<file path="src/pkg/phy_regs_pkg.sv">
// package: register map, field positions, reset values and timing for basic control/status
`default_nettype none
package phy_regs_pkg;
    localparam logic [4:0]  CTRL_ADDR      = 5'h00;
    localparam logic [4:0]  STAT_ADDR      = 5'h01;
    localparam logic [4:0]  AUX_ADDR       = 5'h18;
    localparam int          CTRL_RESET_BIT = 15;
    localparam int          CTRL_LOOP_BIT  = 14;
    localparam int          CTRL_SPEED_BIT = 13;
    localparam int          CTRL_NEGOTIATION_STRAP_PIN_BIT  = 12;
    localparam int          CTRL_PDN_BIT   = 11;
    localparam int          CTRL_ISO_BIT   = 10;
    localparam int          CTRL_RSTAN_BIT = 9;
    localparam int          CTRL_DPX_BIT   = 8;
    localparam int          CTRL_COLT_BIT  = 7;
    localparam int          STAT_PRE_BIT   = 6;
    localparam int          STAT_ANC_BIT   = 5;
    localparam int          STAT_RF_BIT    = 4;
    localparam int          STAT_LINK_BIT  = 2;
    localparam int          STAT_JAB_BIT   = 1;
    localparam int          AUX_SPEED_BIT  = 8;
    localparam logic [15:0] STAT_FIXED     = 16'h7809;
    localparam int          CLK_MHZ        = 250;
    localparam int          SRST_NS        = 1000;
    localparam int          SRST_CYCLES    = (SRST_NS * CLK_MHZ + 999) / 1000;
    localparam int          COLON_BITS     = 512;
    localparam int          COLOFF_BITS    = 4;
    localparam int          PRE_LONG       = 32;
    localparam int          PRE_SHORT      = 2;
endpackage : phy_regs_pkg
`default_nettype wire

</file>
<file path="src/pkg/soft_reset_if.sv">
// interface: soft reset request and busy between control bank and its timer
`default_nettype none
interface soft_reset_if;
    logic start;
    logic busy;
    modport ctrl  (output start, input busy);
    modport timer (input start, output busy);
endinterface : soft_reset_if
`default_nettype wire

</file>
<file path="src/logic/phy_basic_regs.sv">
// module: basic control and status register bank of a 10/100 transceiver
//
// Notes on behaviour
// - control bit 15 starts soft reset, self-clears
// - other control writes ignored during soft reset
// - bit 14 sets loopback, reads back state
// - bit 13 forces speed when negotiation off
// - read returns software speed; aux shows combined
// - strap low or bit 12 zero disables negotiation
// - bit 12 writes ignored under strap disable
// - bit 11 powers down the channel
// - bit 10 isolates interface outputs and inputs
// - bit 9 restarts negotiation, reads zero
// - half duplex default; bit 8 forces full when negotiation off
// - collision test drives col from txen
// - status fixed ability bits
// - suppression needs two preamble bits, not 32
// - status bit 5 shows negotiation complete
// - status bit 4 latches far-end fault
// - link bit reads pass, latches low on fail
// - link bit returns high after read if passing
// - jabber only at 10 Mb; clears on read
`default_nettype none
module phy_basic_regs #(
    parameter int SRST_CYCLES = phy_regs_pkg::SRST_CYCLES,
    parameter int BIT_CYCLES  = 1
) (
    input  wire logic        clk,
    input  wire logic        rst_n,
    input  wire logic        clkEn,
    input  wire logic [4:0]  regAddr,
    input  wire logic        regWrite,
    input  wire logic        regRead,
    input  wire logic [15:0] regWdata,
    output logic      [15:0] regRdata,
    input  wire logic        negotiationStrapPin,
    input  wire logic        hwForce100,
    input  wire logic        anComplete,
    input  wire logic        remoteFault,
    input  wire logic        linkPass,
    input  wire logic        jabber,
    input  wire logic        txEn,
    output logic             col,
    output logic             softResetBusy,
    output logic             loopback,
    output logic             speed100,
    output logic             fullDuplex,
    output logic             anEnabled,
    output logic             anRestart,
    output logic             powerDown,
    output logic             isolate,
    output logic             preambleSuppress,
    output logic      [5:0]  preambleBits
);
    initial begin
        if (BIT_CYCLES < 1 || BIT_CYCLES > 64) $error("bit cycles out of range");
    end
    // ------------------------------------------------------------
    // decode
    // ------------------------------------------------------------
    function automatic logic hit(input logic [4:0] a, input logic [4:0] r);
        return a == r;
    endfunction : hit
    logic wrCtrl, wrStat, rdStat, srBusy;
    soft_reset_if sr ();
    soft_reset_timer #(.CYCLES(SRST_CYCLES)) timerInst (
        .clk   (clk),
        .rst_n (rst_n),
        .clkEn (clkEn),
        .sr    (sr)
    );
    assign srBusy = sr.busy | sr.start;
    assign wrCtrl = clkEn & regWrite & hit(regAddr, phy_regs_pkg::CTRL_ADDR);
    assign wrStat = clkEn & regWrite & hit(regAddr, phy_regs_pkg::STAT_ADDR);
    assign rdStat = clkEn & regRead & hit(regAddr, phy_regs_pkg::STAT_ADDR);
    // ------------------------------------------------------------
    // control register
    // ------------------------------------------------------------
    logic srStart_reg, loop_reg, spd_reg, anSw_reg, pdn_reg, iso_reg;
    logic rstan_reg, dpx_reg, colt_reg;
    always_ff @(posedge clk) begin
        if (!rst_n) begin
            srStart_reg <= 1'b0;
        end else if (clkEn) begin
            srStart_reg <= wrCtrl & regWdata[phy_regs_pkg::CTRL_RESET_BIT] & ~srBusy;
        end
    end
    assign sr.start = srStart_reg;
    always_ff @(posedge clk) begin
        if (!rst_n || (clkEn && srStart_reg)) begin
            loop_reg <= 1'b0;
            spd_reg  <= 1'b0;
            anSw_reg <= 1'b1;
            pdn_reg  <= 1'b0;
            iso_reg  <= 1'b0;
            dpx_reg  <= 1'b0;
            colt_reg <= 1'b0;
        end else if (wrCtrl && !srBusy && !regWdata[phy_regs_pkg::CTRL_RESET_BIT]) begin
            loop_reg <= regWdata[phy_regs_pkg::CTRL_LOOP_BIT];
            spd_reg  <= regWdata[phy_regs_pkg::CTRL_SPEED_BIT];
            if (negotiationStrapPin) begin
                anSw_reg <= regWdata[phy_regs_pkg::CTRL_NEGOTIATION_STRAP_PIN_BIT];
            end
            pdn_reg  <= regWdata[phy_regs_pkg::CTRL_PDN_BIT];
            iso_reg  <= regWdata[phy_regs_pkg::CTRL_ISO_BIT];
            dpx_reg  <= regWdata[phy_regs_pkg::CTRL_DPX_BIT];
            colt_reg <= regWdata[phy_regs_pkg::CTRL_COLT_BIT];
        end
    end
    always_ff @(posedge clk) begin
        if (!rst_n) begin
            rstan_reg <= 1'b0;
        end else if (clkEn) begin
            rstan_reg <= wrCtrl & ~srBusy & regWdata[phy_regs_pkg::CTRL_RSTAN_BIT]
                         & anSw_reg & negotiationStrapPin;
        end
    end
    // ------------------------------------------------------------
    // status register
    // ------------------------------------------------------------
    logic pre_reg, rf_reg, link_reg, jab_reg, linkSeen_reg;
    always_ff @(posedge clk) begin
        if (!rst_n) begin
            pre_reg <= 1'b0;
        end else if (wrStat) begin
            pre_reg <= regWdata[phy_regs_pkg::STAT_PRE_BIT];
        end
    end
    always_ff @(posedge clk) begin
        if (!rst_n) begin
            rf_reg <= 1'b0;
        end else if (clkEn) begin
            rf_reg <= remoteFault | (rf_reg & ~rdStat);
        end
    end
    always_ff @(posedge clk) begin
        if (!rst_n) begin
            jab_reg <= 1'b0;
        end else if (clkEn) begin
            jab_reg <= (jabber & ~speed100) | (jab_reg & ~rdStat);
        end
    end
    always_ff @(posedge clk) begin
        if (!rst_n) begin
            link_reg     <= 1'b0;
            linkSeen_reg <= 1'b0;
        end else if (clkEn) begin
            if (rdStat) begin
                link_reg     <= linkPass;
                linkSeen_reg <= linkPass;
            end else if (!linkPass) begin
                link_reg <= 1'b0;
            end else if (!linkSeen_reg) begin
                link_reg     <= 1'b1;
                linkSeen_reg <= 1'b1;
            end
        end
    end
    // ------------------------------------------------------------
    // read data
    // ------------------------------------------------------------
    logic [15:0] ctrlView, statView, auxView;
    always_comb begin
        ctrlView = 16'h0000;
        ctrlView[phy_regs_pkg::CTRL_RESET_BIT] = srBusy;
        ctrlView[phy_regs_pkg::CTRL_LOOP_BIT]  = loop_reg;
        ctrlView[phy_regs_pkg::CTRL_SPEED_BIT] = spd_reg;
        ctrlView[phy_regs_pkg::CTRL_NEGOTIATION_STRAP_PIN_BIT]  = anSw_reg;
        ctrlView[phy_regs_pkg::CTRL_PDN_BIT]   = pdn_reg;
        ctrlView[phy_regs_pkg::CTRL_ISO_BIT]   = iso_reg;
        ctrlView[phy_regs_pkg::CTRL_DPX_BIT]   = dpx_reg;
        ctrlView[phy_regs_pkg::CTRL_COLT_BIT]  = colt_reg;
        statView = phy_regs_pkg::STAT_FIXED;
        statView[phy_regs_pkg::STAT_PRE_BIT]  = pre_reg;
        statView[phy_regs_pkg::STAT_ANC_BIT]  = anComplete;
        statView[phy_regs_pkg::STAT_RF_BIT]   = rf_reg;
        statView[phy_regs_pkg::STAT_LINK_BIT] = link_reg;
        statView[phy_regs_pkg::STAT_JAB_BIT]  = jab_reg;
        auxView = 16'h0000;
        auxView[phy_regs_pkg::AUX_SPEED_BIT] = speed100;
    end
    always_ff @(posedge clk) begin
        if (!rst_n) begin
            regRdata <= 16'h0000;
        end else if (clkEn && regRead) begin
            case (regAddr)
                phy_regs_pkg::CTRL_ADDR: regRdata <= ctrlView;
                phy_regs_pkg::STAT_ADDR: regRdata <= statView;
                phy_regs_pkg::AUX_ADDR:  regRdata <= auxView;
                default:                 regRdata <= 16'h0000;
            endcase
        end
    end
    // ------------------------------------------------------------
    // mode outputs
    // ------------------------------------------------------------
    logic anOn;
    assign anOn = negotiationStrapPin & anSw_reg;
    always_ff @(posedge clk) begin
        if (!rst_n) begin
            softResetBusy    <= 1'b0;
            loopback         <= 1'b0;
            speed100         <= 1'b0;
            fullDuplex       <= 1'b0;
            anEnabled        <= 1'b0;
            anRestart        <= 1'b0;
            powerDown        <= 1'b0;
            isolate          <= 1'b0;
            preambleSuppress <= 1'b0;
            preambleBits     <= 6'(phy_regs_pkg::PRE_LONG);
        end else if (clkEn) begin
            softResetBusy    <= srBusy;
            loopback         <= loop_reg;
            speed100         <= anOn ? hwForce100 : (spd_reg | hwForce100);
            fullDuplex       <= ~anOn & dpx_reg;
            anEnabled        <= anOn;
            anRestart        <= rstan_reg;
            powerDown        <= pdn_reg;
            isolate          <= iso_reg;
            preambleSuppress <= pre_reg;
            preambleBits     <= pre_reg ? 6'(phy_regs_pkg::PRE_SHORT)
                                        : 6'(phy_regs_pkg::PRE_LONG);
        end
    end
    // ------------------------------------------------------------
    // collision test
    // ------------------------------------------------------------
    // col follows txen quickly
    always_ff @(posedge clk) begin
        if (!rst_n) begin
            col <= 1'b0;
        end else if (clkEn) begin
            col <= colt_reg & txEn;
        end
    end
    // ------------------------------------------------------------
    // checks
    // ------------------------------------------------------------
    soft_reset_busy_a: assert property (@(posedge clk) disable iff (!rst_n)
        $rose(srStart_reg) && clkEn |=> sr.busy)
        else $error("soft reset not busy after start");
    ctrl_write_block_a: assert property (@(posedge clk) disable iff (!rst_n)
        wrCtrl && sr.busy |=> $stable(loop_reg) && $stable(iso_reg))
        else $error("control changed during soft reset");
    strap_block_a: assert property (@(posedge clk) disable iff (!rst_n)
        wrCtrl && !negotiationStrapPin && !srStart_reg |=> $stable(anSw_reg))
        else $error("negotiation bit written under strap");
    restart_pulse_a: assert property (@(posedge clk) disable iff (!rst_n)
        rstan_reg && clkEn |=> !rstan_reg)
        else $error("restart did not self clear");
    fixed_bits_a: assert property (@(posedge clk) disable iff (!rst_n)
        $past(clkEn && regRead && regAddr == phy_regs_pkg::STAT_ADDR)
        |-> regRdata[15:11] == 5'h0f && regRdata[3] && regRdata[0])
        else $error("fixed status bits wrong");
    fault_latch_a: assert property (@(posedge clk) disable iff (!rst_n)
        remoteFault && clkEn |=> rf_reg)
        else $error("fault not latched");
    fault_hold_a: assert property (@(posedge clk) disable iff (!rst_n)
        rf_reg && !rdStat |=> rf_reg)
        else $error("fault cleared without read");
    link_low_a: assert property (@(posedge clk) disable iff (!rst_n)
        clkEn && !linkPass |=> !link_reg)
        else $error("link not latched low");
    jabber_speed_a: assert property (@(posedge clk) disable iff (!rst_n)
        !jab_reg && speed100 && clkEn |=> !jab_reg)
        else $error("jabber set at 100 Mb");
    col_follow_a: assert property (@(posedge clk) disable iff (!rst_n)
        clkEn && colt_reg && txEn |=> col)
        else $error("collision test col late");
endmodule : phy_basic_regs
`default_nettype wire

</file>
<file path="src/logic/soft_reset_timer.sv">
// module: counts the soft reset duration after a start pulse
`default_nettype none
module soft_reset_timer #(
    parameter int CYCLES = phy_regs_pkg::SRST_CYCLES
) (
    input  wire logic       clk,
    input  wire logic       rst_n,
    input  wire logic       clkEn,
    soft_reset_if.timer     sr
);
    initial begin
        if (CYCLES < 1 || CYCLES > 65535) $error("soft reset cycles out of range");
    end
    logic [15:0] cnt_reg;
    always_ff @(posedge clk) begin
        if (!rst_n) begin
            cnt_reg <= 16'h0000;
        end else if (clkEn) begin
            if (sr.start) begin
                cnt_reg <= 16'(CYCLES);
            end else if (cnt_reg != 16'h0000) begin
                cnt_reg <= cnt_reg - 16'h0001;
            end
        end
    end
    assign sr.busy = (cnt_reg != 16'h0000);
endmodule : soft_reset_timer
`default_nettype wire

</file>
<file path="config.mk">
export PLATFORM = sky130hd
export DESIGN_NAME = phy_basic_regs
export DESIGN_NICKNAME = d
export VERILOG_FILES = /design/src/pkg/phy_regs_pkg.sv /design/src/pkg/soft_reset_if.sv /design/src/logic/phy_basic_regs.sv /design/src/logic/soft_reset_timer.sv
export SDC_FILE = /design/constraint.sdc
export NUM_CORES = 1
export LEC_CHECK = 0
export BUFFER_PORTS_ARGS = -buffer_cell sky130_fd_sc_hd__buf_2
export CAP_MARGIN = 5
export CORE_ASPECT_RATIO = 2
export CORE_UTILIZATION = 52
export DETAILED_ROUTE_END_ITERATION = 7
export GPL_TIMING_DRIVEN = 1
export PLACE_DENSITY = 0.89
export SKIP_CTS_REPAIR_TIMING = 1
export SKIP_LAST_GASP = 1
export SLEW_MARGIN = 20
export SYNTH_ARGS = -nofsm -noshare
export SYNTH_HDL_FRONTEND = slang
export SYNTH_SLANG_ARGS = --single-unit
export TNS_END_PERCENT = 20
</file>
<file path="constraint.sdc">
create_clock -name clk -period 2.6 [get_ports clk]
set_input_delay 0 -clock clk [delete_from_list [all_inputs] [get_ports clk]]
set_output_delay 0 -clock clk [all_outputs]
set_load 0.1 [all_outputs]
</file>
==> impl_metrics.py <==
metrics = {
    "finish": {
        "register_area_um2": 1100,
        "final_area_um2": 3060,
        "largest_register_ffs": 16,
        "antenna_cells": 0,
        "nets": 398,
        "stdcell_count": 420,
        "nFillCells": 381,
        "fin_util": 0.658,
        "syn2layout_area_growth_pct": 21.2,
        "multi_input_area_um2": 1280,
        "drive_above_1_share": 0.200,
    },
    "setup_path": {
        "crit_path_max_incr_delay_ps": 530,
        "worstPathRequired_ps": 2770,
        "rr_endpoint": "anSw_reg$_SDFFE_PP1P_",
        "r2r-start": "timerInst.cnt_reg[0]$_SDFFE_PN0P_",
        "r2r_cells": 6,
        "path_max_fanout": 8,
        "worstPathArrival_ps": 2370,
        "crit_family": "simple AND/OR/NAND/NOR gates",
        "crit_start": "timerInst.cnt_reg[0]$_SDFFE_PN0P_",
        "crit_chain": "inv_1 > ha_1 > nor3b_1 > nand4_1 > nor4_1 > o21ai_0",
        "cp-start-kind": "register",
        "crit_buf_inv": 1,
        "critical_path_class": "register to register",
        "r2r_setup_slack_ps": 410,
        "cp-end-kind": "register",
        "crit_slowest_cell": "nor3b_1",
    },
    "logic_synthesis": {
        "synth_area_leaders": "dfxtp_1 44%, a21oi_1 7.5%, nand3_1 5.4%",
        "syn_inst": 305,
        "synth_top_area_frac": 0.437,
        "synth.most_common_cell": "dfxtp_1",
        "yosys_most_used_dff": "dfxtp_1",
        "yosysWarnings": 0,
        "yosys-top-cells-count": "55 x dfxtp_1, 38 x a21oi_1, 30 x nand2_1",
        "ys_types": 48,
        "ys_seq_elements": 55,
        "synthesis.area_um2": 2520,
        "synth-async-reset-ratio": 0,
        "synth-edff-count": 0,
        "seq_area_frac_synth": 0.437,
        "avgSynthCellArea_um2": 8.27,
        "yosysTopAreaCell": "dfxtp_1",
    },
    "timing": {
        "worst_pin_slew_ps": 820,
        "fin_crit_ps": 2190,
        "slew_headroom": 0.452,
        "finalSetupViolCount": 0,
        "fmax_mhz": 456,
        "timing.final.hold_violations": 2,
        "rsz0062_at_grt": "false",
        "skew_ps": 11.8,
        "post-route-period-util": 0.843,
        "maxSlewViolCount": 0,
        "setup-tns-final_ps": 0,
        "holdWs_ps": -8.80,
    },
    "worst_hold_path": {
        "min_to": "anSw_reg$_SDFFE_PP1P_",
        "min_path_cells": 3,
        "hold_class": "input pin to register",
        "hp-start": "regWdata[12]",
    },
    "floorplanning": {
        "die_x_um": 51.2,
        "core_um2": 4640,
        "rows": 35,
        "die_h_um": 100,
        "ioPinCount": 65,
        "start_util": 0.543,
        "dieArea_um2": 5150,
    },
    "grt": {
        "grt_pass1_wl_um": 11300,
        "grt_max_degree": 26,
        "antenna_found_initial": 0,
        "grt_pass1_vias": 2519,
        "grt_use_total": 0.293,
        "overflow": 0,
    },
    "clock_tree": {
        "clk_root_buffer_cell": "clkbuf_8",
        "htree_levels": 2,
        "cts_buffers": 5,
        "worstSkewPairLatency_ps": 320,
        "ctsLongestPathBuffers": 2,
        "cts_sinks": 55,
        "path_clk_slew_ps": 100,
        "cts_tree": "done",
    },
    "route": {
        "vias": 2687,
        "routedWlPerCell_um": 18.9,
        "via_per_inst": 6.40,
        "antenna_left": 0,
        "wl_um": 7930,
        "dr.first_iter.drc_count": 128,
        "dr.pass1.iters": 5,
        "drc": 0,
    },
    "power": {
        "p_per_area_nw_per_um2": 901,
        "switchingPower_uw": 1120,
        "finalPower_uw": 2750,
        "p_leak_uw": 0.00123,
        "swShare": 0.408,
        "pwr-share-seq": 0.380,
        "combPwrFrac": 0.371,
        "internal-power_uw": 1630,
        "pwr-share-clk": 0.250,
        "peakVddDrop_v": 0.000898,
    },
    "run_status": {
        "violations": "negative hold slack",
        "status": "finished with violations",
    },
    "placement": {
        "dpl_cell_area_um2": 2770,
        "dp_hpwl_um": 5120,
        "io_buffers": 53,
        "place_congestion": 0.941,
        "dp_cells": 397,
    },
    "run": {
        "max_cap_violations": 0,
    },
}
-- area by class of cell --
cell class / instances / area share
clock inverter: 3 / 0.0221
inverter: 9 / 0.0111
timing repair buffer: 71 / 0.143
multi-input combinational: 222 / 0.418
clock buffer: 5 / 0.0225
sequential: 55 / 0.360
tap: 55 / 0.0225
-- worst min-delay path: cells and delay by family --
kind                   cells  cell delay, ps
buffers and inverters      1              90
AND/OR/NAND/NOR            1              40
AO/OA/AOI/OAI              1             150
-- power by group through the flow --
stage,sequential (uW),combinational (uW),clock [uW]
after CTS,1040,978,681
after global routing,1060,1100,712
final,1050,1020,688
after floorplan,1110,702,0
after global placement,1050,944,0
after detailed placement,1060,972,0
-- layout by cell type (no fill, tap or decap), drive strengths merged, types with 5 or more instances in the layout --
cell and count:
clkbuf 5, a21oi 38, buf 56, nand2 30
o21ai 29, nor4 6, nand4 7, inv 8
nor2 18, or3 8, nand3 27, dfxtp 55
dlygate4sd3 15, mux2i 7, conb 5
-- layer usage --
metal  share of wire  track usage  vias up
li1                -            -     1219
met4           0.053        0.202        0
met5               0            0        -
met1            0.34        0.282     1249
met3           0.072       0.0468       45
met2            0.54        0.539      174
-- logic make-up after synthesis --
logic type / synth area share
and+or+nand+nor: 0.268
adders and majority gates: 0.00496
DFF: 0.437
other: 0.00149
AOI/OAI and AO/OA: 0.199
muxes: 0.0278
buffers and inverters: 0.0625
-- per-stage QoR --
step | worst slack [ps] | hold WS (ps)
6_report | 407 | -8.80
5_1_grt | 307 | 2.48
4_1_cts | 489 | -77.5
3_5_place_dp | 503 | 255
3_3_place_gp | 633 | 239
2_1_floorplan | 784 | 141
-- worst max-delay path by stage --
stage                        endpoint  slack [ps]  cells after the start
3_3_place_gp   rstan_reg$_SDFFE_PN0P_         630                      4
3_5_place_dp    anSw_reg$_SDFFE_PP1P_         500                      6
6_report        anSw_reg$_SDFFE_PP1P_         410                      6
5_1_grt         anSw_reg$_SDFFE_PP1P_         310                      6
4_1_cts         anSw_reg$_SDFFE_PP1P_         490                      6
2_1_floorplan  rstan_reg$_SDFFE_PN0P_         780                      5
Power figures use the tool's default switching activity.
